==> config.mk <==
export PLATFORM = sky130hd
export DESIGN_NAME = hsq_homing
export DESIGN_NICKNAME = d
export VERILOG_FILES = /design/src/hw/hsq_pkg.sv /design/src/hw/hsq_homing.sv /design/src/hw/hsq_sync.sv
export VERILOG_INCLUDE_DIRS = /design/src /design/src/hw
export SDC_FILE = /design/constraint.sdc
export NUM_CORES = 1
export LEC_CHECK = 0
export BUFFER_PORTS_ARGS = -buffer_cell sky130_fd_sc_hd__buf_2
export CORE_MARGIN = 2
export CORE_UTILIZATION = 60
export CTS_CLUSTER_SIZE = 25
export DETAILED_ROUTE_END_ITERATION = 16
export GPL_TIMING_DRIVEN = 1
export HOLD_SLACK_MARGIN = 0.08
export PLACE_DENSITY_LB_ADDON = 0.3
export SLEW_MARGIN = 5
export SYNTH_ARGS = -nofsm -noshare
export SYNTH_HDL_FRONTEND = slang
export SYNTH_SLANG_ARGS = --single-unit
==> constraint.sdc <==
create_clock -name sys_clk -period 4 [get_ports sys_clk]
set_clock_uncertainty 0.05 [all_clocks]
set_input_delay 0.8 -clock sys_clk [delete_from_list [all_inputs] [get_ports sys_clk]]
set_output_delay 0.8 -clock sys_clk [all_outputs]
set_load 0.02 [all_outputs]
==> src/hw/hsq_regs.svh <==
`ifndef HSQ_REGS_SVH
`define HSQ_REGS_SVH

// ----------------------------------------------------------------
// Homing method codes and encodings
// ----------------------------------------------------------------
`define HSQ_METHOD_W 8
`define HSQ_METH_21 8'h15
`define HSQ_METH_22 8'h16
`define HSQ_METH_23 8'h17
`define HSQ_METH_24 8'h18
`define HSQ_METH_25 8'h19
`define HSQ_METH_26 8'h1a
`define HSQ_METH_27 8'h1b
`define HSQ_METH_28 8'h1c
`define HSQ_DIR_POS 1'b1
`define HSQ_DIR_NEG 1'b0
`define HSQ_SYNC_W 3
`define HSQ_IN_HOME 0
`define HSQ_IN_LPOS 1
`define HSQ_IN_LNEG 2

`endif

==> src/hw/hsq_pkg.sv <==
`include "hsq_regs.svh"

package hsq_pkg;

    // ----------------------------------------------------------------
    // Sequencer phases, Gray along idle, high, low1, low2
    // ----------------------------------------------------------------
    typedef enum logic [1:0] {
        HSQ_IDLE = 2'b00,
        HSQ_HIGH = 2'b01,
        HSQ_LOW1 = 2'b11,
        HSQ_LOW2 = 2'b10
    } hsq_state_e;

    // Decoded plan of one method for one start level
    typedef struct packed {
        logic valid;
        logic has_high;
        logic first_dir;
        logic low1_dir;
        logic two_low;
    } hsq_plan_s;

    // Whole state of the sequencer core
    typedef struct packed {
        hsq_state_e st;
        logic [`HSQ_METHOD_W-1:0] meth;
        logic want_rise;
        logic low1_dir;
        logic two_low;
        logic reversed;
        logic run;
        logic dir;
        logic fast;
        logic done;
        logic err;
    } hsq_core_s;

endpackage : hsq_pkg

==> src/hw/hsq_homing.sv <==
// Function
// - Method 21 searches negative fast, turns positive slow on the home rise and stops on the fall, or starts positive slow when active.
// - Method 22 goes negative slow to the home rise when inactive, or positive fast to the fall then negative slow to the rise.
// - Method 23 searches positive fast, turns negative slow on the home rise and stops on the fall, or starts negative slow.
// - In methods 23 to 26 a limit hit during the positive fast search turns the search negative fast, 23 and 24 then slow on rise.
// - Method 24 runs like 23 but on the fall turns positive slow and stops on the next rise, active start going negative slow first.
// - Method 25 searches positive fast, runs positive slow from the rise, turns negative slow on the fall and stops on the rise.
// - Method 25 active start runs positive slow, negative slow from the fall, stops on rise; method 26 stops at the fall.
// - Method 27 searches negative fast, turns positive fast at the limit, runs positive slow from the rise and stops on the fall.
// - Method 28 runs like 27 but on the fall turns negative slow and stops on the next rise.
// - Except in method 22, a home switch already active at start skips the fast search and starts slow in the method's direction.
`timescale 1ns/100ps
`default_nettype none
`include "hsq_regs.svh"

module hsq_homing
    import hsq_pkg::*;
(
    // Clock and reset
    input wire logic sys_clk,
    input wire logic rst_n,
    // Homing request
    input wire logic start,
    input wire logic [`HSQ_METHOD_W-1:0] method,
    // Switch inputs
    input wire logic home_switch_input,
    input wire logic limit_pos,
    input wire logic limit_neg,
    // Motor commands
    output logic motor_run,
    output logic motor_dir,
    output logic motor_fast,
    // Status
    output logic busy,
    output logic done,
    output logic error
);

    hsq_core_s q;
    hsq_core_s d;
    hsq_plan_s plan;
    logic [`HSQ_SYNC_W-1:0] sw_lvl;
    logic [`HSQ_SYNC_W-1:0] sw_rise;
    logic [`HSQ_SYNC_W-1:0] sw_fall;
    logic home_lvl;
    logic edge_hit;
    logic lim_hit;
    logic can_reverse;

    // ----------------------------------------------------------------
    // Switch conditioning
    // ----------------------------------------------------------------
    hsq_sync #(
        .W(`HSQ_SYNC_W)
    ) u_sync (
        .sys_clk(sys_clk),
        .rst_n(rst_n),
        .din({limit_neg, limit_pos, home_switch_input}),
        .lvl(sw_lvl),
        .rise(sw_rise),
        .fall(sw_fall)
    );

    assign home_lvl = sw_lvl[`HSQ_IN_HOME];

    // ----------------------------------------------------------------
    // Method decode
    // ----------------------------------------------------------------
    // Methods differ in each phase's direction, the fast phase and the second slow phase; the edge
    // to wait for simply alternates, starting from the opposite of the level
    function automatic hsq_plan_s decode(input logic [`HSQ_METHOD_W-1:0] m, input logic act);
        hsq_plan_s p;
        p = '0;
        p.valid = 1'b1;
        case (m)
            `HSQ_METH_21: begin
                p.has_high = ~act;
                p.first_dir = act ? `HSQ_DIR_POS : `HSQ_DIR_NEG;
                p.low1_dir = `HSQ_DIR_POS;
            end
            `HSQ_METH_22: begin
                p.has_high = act;
                p.first_dir = act ? `HSQ_DIR_POS : `HSQ_DIR_NEG;
                p.low1_dir = `HSQ_DIR_NEG;
            end
            `HSQ_METH_23, `HSQ_METH_24: begin
                p.has_high = ~act;
                p.first_dir = act ? `HSQ_DIR_NEG : `HSQ_DIR_POS;
                p.low1_dir = `HSQ_DIR_NEG;
                p.two_low = (m == `HSQ_METH_24);
            end
            `HSQ_METH_25, `HSQ_METH_26: begin
                p.has_high = ~act;
                p.first_dir = `HSQ_DIR_POS;
                p.low1_dir = `HSQ_DIR_POS;
                p.two_low = (m == `HSQ_METH_25);
            end
            `HSQ_METH_27, `HSQ_METH_28: begin
                p.has_high = ~act;
                p.first_dir = act ? `HSQ_DIR_POS : `HSQ_DIR_NEG;
                p.low1_dir = `HSQ_DIR_POS;
                p.two_low = (m == `HSQ_METH_28);
            end
            default: begin
                p.valid = 1'b0;
            end
        endcase
        return p;
    endfunction : decode

    assign plan = decode(method, home_lvl);
    assign edge_hit = q.want_rise ? sw_rise[`HSQ_IN_HOME] : sw_fall[`HSQ_IN_HOME];
    assign lim_hit = q.dir ? sw_lvl[`HSQ_IN_LPOS] : sw_lvl[`HSQ_IN_LNEG];
    // Limit reversal is defined for methods 23 to 28 only, and once per search
    assign can_reverse = (q.meth >= `HSQ_METH_23) && (q.meth <= `HSQ_METH_28) && !q.reversed;

    // ----------------------------------------------------------------
    // Sequencer next state
    // ----------------------------------------------------------------
    always_comb begin
        d = q;
        d.done = 1'b0;
        d.err = 1'b0;
        case (q.st)
            HSQ_IDLE: begin
                if (start) begin
                    if (!plan.valid) begin
                        d.err = 1'b1;
                    end else begin
                        d.meth = method;
                        d.want_rise = ~home_lvl;
                        d.low1_dir = plan.low1_dir;
                        d.two_low = plan.two_low;
                        d.reversed = 1'b0;
                        d.run = 1'b1;
                        d.dir = plan.first_dir;
                        d.fast = plan.has_high;
                        d.st = plan.has_high ? HSQ_HIGH : HSQ_LOW1;
                    end
                end
            end
            HSQ_HIGH: begin
                if (edge_hit) begin
                    d.st = HSQ_LOW1;
                    d.fast = 1'b0;
                    d.dir = q.low1_dir;
                    d.want_rise = ~q.want_rise;
                end else if (lim_hit && can_reverse) begin
                    d.dir = ~q.dir;
                    d.reversed = 1'b1;
                end else if (lim_hit) begin
                    d = '0;
                    d.err = 1'b1;
                end
            end
            HSQ_LOW1, HSQ_LOW2: begin
                if (edge_hit && q.st == HSQ_LOW1 && q.two_low) begin
                    d.st = HSQ_LOW2;
                    d.dir = ~q.dir;
                    d.want_rise = ~q.want_rise;
                end else if (edge_hit) begin
                    d.st = HSQ_IDLE;
                    d.run = 1'b0;
                    d.done = 1'b1;
                end else if (lim_hit) begin
                    // A limit in a slow phase means the switch was missed
                    d = '0;
                    d.err = 1'b1;
                end
            end
            default: begin
                d = '0;
            end
        endcase
    end

    // State register
    always_ff @(posedge sys_clk) begin
        if (!rst_n) begin
            q <= '0;
        end else begin
            q <= d;
        end
    end

    // ----------------------------------------------------------------
    // Outputs straight from flops except busy, decoded from the state
    // ----------------------------------------------------------------
    assign motor_run = q.run;
    assign motor_dir = q.dir;
    assign motor_fast = q.fast;
    assign busy = (q.st != HSQ_IDLE);
    assign done = q.done;
    assign error = q.err;

    // ----------------------------------------------------------------
    // Checks
    // ----------------------------------------------------------------
    logic go;
    assign go = start && (q.st == HSQ_IDLE);

    property p_bad_method;
        @(posedge sys_clk) disable iff (!rst_n)
        go && !plan.valid |=> error && !motor_run ##1 !error && !motor_run;
    endproperty
    a_bad_method: assert property (p_bad_method) else $error("bad method moved the motor");

    property p_active_slow;
        @(posedge sys_clk) disable iff (!rst_n)
        go && plan.valid && home_lvl && method != `HSQ_METH_22 |=> motor_run && !motor_fast && busy;
    endproperty
    a_active_slow: assert property (p_active_slow) else $error("active start ran fast");

    property p_m21_search;
        @(posedge sys_clk) disable iff (!rst_n)
        go && method == `HSQ_METH_21 && !home_lvl |=> motor_fast && motor_dir == `HSQ_DIR_NEG;
    endproperty
    a_m21_search: assert property (p_m21_search) else $error("method 21 search wrong");

    property p_m22_inactive;
        @(posedge sys_clk) disable iff (!rst_n)
        go && method == `HSQ_METH_22 && !home_lvl |=> !motor_fast && motor_dir == `HSQ_DIR_NEG;
    endproperty
    a_m22_inactive: assert property (p_m22_inactive) else $error("method 22 start wrong");

    property p_m23_search;
        @(posedge sys_clk) disable iff (!rst_n)
        go && method == `HSQ_METH_23 && !home_lvl |=> motor_fast && motor_dir == `HSQ_DIR_POS;
    endproperty
    a_m23_search: assert property (p_m23_search) else $error("method 23 search wrong");

    property p_limit_rev;
        @(posedge sys_clk) disable iff (!rst_n)
        q.st == HSQ_HIGH && !edge_hit && lim_hit && can_reverse |=> motor_fast && motor_dir != $past(motor_dir);
    endproperty
    a_limit_rev: assert property (p_limit_rev) else $error("no reversal at limit");

    property p_m24_active;
        @(posedge sys_clk) disable iff (!rst_n)
        go && method == `HSQ_METH_24 && home_lvl |=> !motor_fast && motor_dir == `HSQ_DIR_NEG;
    endproperty
    a_m24_active: assert property (p_m24_active) else $error("method 24 active start wrong");

    property p_m25_rise;
        @(posedge sys_clk) disable iff (!rst_n)
        q.st == HSQ_HIGH && q.meth == `HSQ_METH_25 && edge_hit |=> !motor_fast && motor_dir == `HSQ_DIR_POS;
    endproperty
    a_m25_rise: assert property (p_m25_rise) else $error("method 25 slow phase wrong");

    property p_m26_stop;
        @(posedge sys_clk) disable iff (!rst_n)
        q.st == HSQ_LOW1 && q.meth == `HSQ_METH_26 && edge_hit |=> done && !motor_run && !busy;
    endproperty
    a_m26_stop: assert property (p_m26_stop) else $error("method 26 did not stop");

    property p_m27_search;
        @(posedge sys_clk) disable iff (!rst_n)
        go && method == `HSQ_METH_27 && !home_lvl |=> motor_fast && motor_dir == `HSQ_DIR_NEG;
    endproperty
    a_m27_search: assert property (p_m27_search) else $error("method 27 search wrong");

    property p_m28_turn;
        @(posedge sys_clk) disable iff (!rst_n)
        q.st == HSQ_LOW1 && q.meth == `HSQ_METH_28 && edge_hit |=> motor_run && motor_dir == `HSQ_DIR_NEG;
    endproperty
    a_m28_turn: assert property (p_m28_turn) else $error("method 28 turn wrong");

    c_done: cover property (@(posedge sys_clk) disable iff (!rst_n) done);
    c_reversal: cover property (@(posedge sys_clk) disable iff (!rst_n) q.st == HSQ_HIGH && q.reversed);
    c_two_low: cover property (@(posedge sys_clk) disable iff (!rst_n) q.st == HSQ_LOW2 ##1 done);

endmodule : hsq_homing

`default_nettype wire

==> src/hw/hsq_sync.sv <==
`timescale 1ns/100ps
`default_nettype none

module hsq_sync
    import hsq_pkg::*;
#(
    parameter int W = 3
) (
    // Clock and reset
    input wire logic sys_clk,
    input wire logic rst_n,
    // Raw switch levels
    input wire logic [W-1:0] din,
    // Synchronised level and one-cycle edges
    output logic [W-1:0] lvl,
    output logic [W-1:0] rise,
    output logic [W-1:0] fall
);

    typedef struct packed {
        logic [W-1:0] s1;
        logic [W-1:0] s2;
        logic [W-1:0] s3;
    } hsq_sync_s;

    hsq_sync_s q;
    hsq_sync_s d;

    // ----------------------------------------------------------------
    // Two-stage synchroniser plus one history stage for edges
    // ----------------------------------------------------------------
    always_comb begin
        d = q;
        d.s1 = din;
        d.s2 = q.s1;
        d.s3 = q.s2;
    end

    // Synchronous reset; switches read as released until sampled
    always_ff @(posedge sys_clk) begin
        if (!rst_n) begin
            q <= '0;
        end else begin
            q <= d;
        end
    end

    // Edges look only at stages two and three, never at stage one
    for (genvar i = 0; i < W; i++) begin : g_edge
        assign lvl[i] = q.s2[i];
        assign rise[i] = q.s2[i] & ~q.s3[i];
        assign fall[i] = ~q.s2[i] & q.s3[i];
    end

endmodule : hsq_sync

`default_nettype wire

==> flow_metrics.env <==
export IMPL_synth_top_area_share_pct=37.0
export IMPL_fin_hold_ws_ps=400
export IMPL_critPathArrivalTime_ps=2560
export IMPL_crit_buf_inv=1
export IMPL_yosysWarnings=0
export IMPL_core_area_sq_um=2210
export IMPL_synthTopCellsByArea="dfxtp_1 (37%), nand2_1 (5.1%), mux2i_1 (4.3%), nand3_1 (3.9%), and2_1 (3.6%)"
export IMPL_period_minus_slack_ps=2370
export IMPL_clock_sinks=26
export IMPL_finalSetupViolCount=0
export IMPL_num_vias=1290
export IMPL_die_y_um=52.4
export IMPL_diodes=0
export IMPL_end_kind="register"
export IMPL_ant_nets=0
export IMPL_vdd_drop_max_mv=0.224
export IMPL_synth_most_common_cell="dfxtp_1"
export IMPL_hold_depth=1
export IMPL_drcViolationCount=0
export IMPL_hpwl_mm=2.21
export IMPL_tightest_slew_ps=589
export IMPL_worstPathRequired_ps=4190
export IMPL_status="finished, final reports clean"
export IMPL_rr_worst_depth=4
export IMPL_cts_buffers=3
export IMPL_drive_gt1_share_pct=18.3
export IMPL_routed_wl_mm=3.00
export IMPL_slew_viol_final=0
export IMPL_insertion_delay_ps=330
export IMPL_synth_async_sr_flop_share_pct=0
export IMPL_dr_pass1_iters=4
export IMPL_drt_iter0_markers=32
export IMPL_grt_pass1_vias=1166
export IMPL_htreeDepth=1
export IMPL_row_count=17
export IMPL_post_drt_wl_per_cell_um=14.4
export IMPL_synth_cells=168
export IMPL_yosys_area_top_type="dfxtp_1"
export IMPL_finish_instance_area_sq_um=1520
export IMPL_fmax_mhz=422
export IMPL_grt_ovfl_total=0
export IMPL_max_slew_margin_pct=59.6
export IMPL_placed_cell_area_sq_um=1480
export IMPL_synth_edf_count=0
export IMPL_clock_root_buffer="clkbuf_4"
export IMPL_syn2layout_area_growth_pct=7.84
export IMPL_io_pins=20
export IMPL_power_density_nw_per_um2=306
export IMPL_cap_violations=0
export IMPL_fin_setup_tns_ps=0
export IMPL_portBuffers=19
export IMPL_syn_num_nets=182
export IMPL_fp_dieArea_sq_um=2740
export IMPL_hold_class="register to register"
export IMPL_avgSynthCellArea_sq_um=8.36
export IMPL_critPathSlowestCell="nand4_1"
export IMPL_clkTransAtPathRegs_ps=140
export IMPL_synth_flop_cell="dfxtp_1"
export IMPL_grt_pass1_wl_mm=5.15
export IMPL_die_x_um=52.4
export IMPL_cts_resized=0
export IMPL_initial_core_util_pct=63.5
export IMPL_crit_path_start_kind="input pin"
export IMPL_ctsHoldBuffers=0
export IMPL_hold_end="u_sync.lvl[2]"
export IMPL_worstReg2RegEnd="motor_run"
export IMPL_syn_area_sq_um=1410
export IMPL_crit_chain="buf_2 -> nor4b_2 -> nand4_1 -> nor2b_1 -> a311oi_1"
export IMPL_cts_setup_buffers=0
export IMPL_synth_ff_latch_count=26
export IMPL_reg2reg_slack_ps=1970
export IMPL_grt_max_degree=30
export IMPL_nets=195
export IMPL_cts_tree="built"
export IMPL_finalHoldViolations=0
export IMPL_crit_type="input pin to register"
export IMPL_grt_usage_pct=25.2
export IMPL_regToRegStartpoint="q[17]"
export IMPL_clockBufferDepth=2
export IMPL_finish_utilization_pct=68.5
export IMPL_slowest_delay_ps=560
export IMPL_p_leak_nw=0.598
export IMPL_ys_seq_area_share_pct=37.0
export IMPL_cp_max_fo=15
export IMPL_antenna_found_initial=0
export IMPL_viasPerCell=6.20
export IMPL_rsz0062_at_grt="no"
export IMPL_synth_common_cells="dfxtp_1 (26), nand2_1 (19), nand3_1 (11)"
export IMPL_fin_crit_sh_pct=59.2
export IMPL_synthDistinctLibCells=49
export IMPL_place_gp_congestion=0.930
export IMPL_cp_top_family="simple AND/OR/NAND/NOR gates"
export IMPL_hp_start="u_sync.d[5]"
worst max path at each step:
stage               startpoint        end  slack (ps)  cells past startpoint
floorplan            method[1]  motor_dir        1800                      6
global placement     method[5]  motor_run        1500                      5
detailed placement   method[5]  motor_run        1310                      5
CTS                  method[5]  motor_run        1650                      5
global route         method[5]  motor_run        1440                      5
finish               method[5]  motor_run        1630                      5
per-layer routing:
layer	part of all wire, %	global-route usage, %
met1	43	32.6
met2	47	42.3
met3	7.2	3.43
met4	2.1	9.83
met5	0	0
layout make-up:
type | count | area, sq um
tap | 28 | 35.0
multi-input combinational | 127 | 810
clock buffer | 4 | 36.3
sequential | 26 | 520
timing repair buffer | 20 | 103
fill | 177 | 697
inverter | 3 | 11.3
flip-flops by register name, indices dropped and copies added (netlist names):
signal / count
u_sync.d: 3
done: 1
q: 14
error: 1
motor_fast: 1
motor_run: 1
u_sync.lvl: 3
motor_dir: 1
u_sync.q: 1
kinds of logic (layout without fill, tap and decap cells):
logic type | after synthesis | after routing | share of synthesized area, %
and+or+nand+nor | 74 | 74 | 30.0
AOI/OAI and AO/OA | 44 | 44 | 21.5
DFF | 26 | 26 | 37.0
buffers and inverters | 15 | 27 | 5.34
muxes | 6 | 6 | 4.27
xor gates and xnor gates | 3 | 3 | 1.87
power breakdown:
| group | internal (W) | switching [W] | leakage [nW] |
|---|---|---|---|
| sequential | 0.000265 | 0.00000534 | 0.211 |
| combinational | 0.0000241 | 0.0000335 | 0.365 |
| clock | 0.0000558 | 0.0000796 | 0.0210 |
cell usage in the layout, fill, tap and decap left out, types with 2 or more instances in the layout:
| master | count |
|---|---|
| dfxtp_1 | 26 |
| nand2_1 | 19 |
| buf_2 | 19 |
| nand3_1 | 11 |
| o21ai_0 | 8 |
| and2_1 | 8 |
| nor2_1 | 7 |
| a21oi_1 | 7 |
| o22ai_1 | 7 |
| mux2i_1 | 6 |
| nor3b_1 | 6 |
| a211oi_1 | 5 |
| nand2b_1 | 4 |
| nor2b_1 | 4 |
| inv_1 | 3 |
| a31oi_1 | 3 |
| clkbuf_4 | 3 |
| nand3b_1 | 2 |
| xnor2_1 | 2 |
| nor3_1 | 2 |
| o311ai_0 | 2 |
stage by stage:
step           power (W)  setup slack [ps]  cells
2_1_floorplan   0.000319              1800    168
3_3_place_gp    0.000331              1500    204
3_5_place_dp    0.000333              1310    204
4_1_cts         0.000464              1650    208
5_1_grt         0.000479              1440    208
6_report        0.000463              1630    208
(Power assumes the default switching activity.)
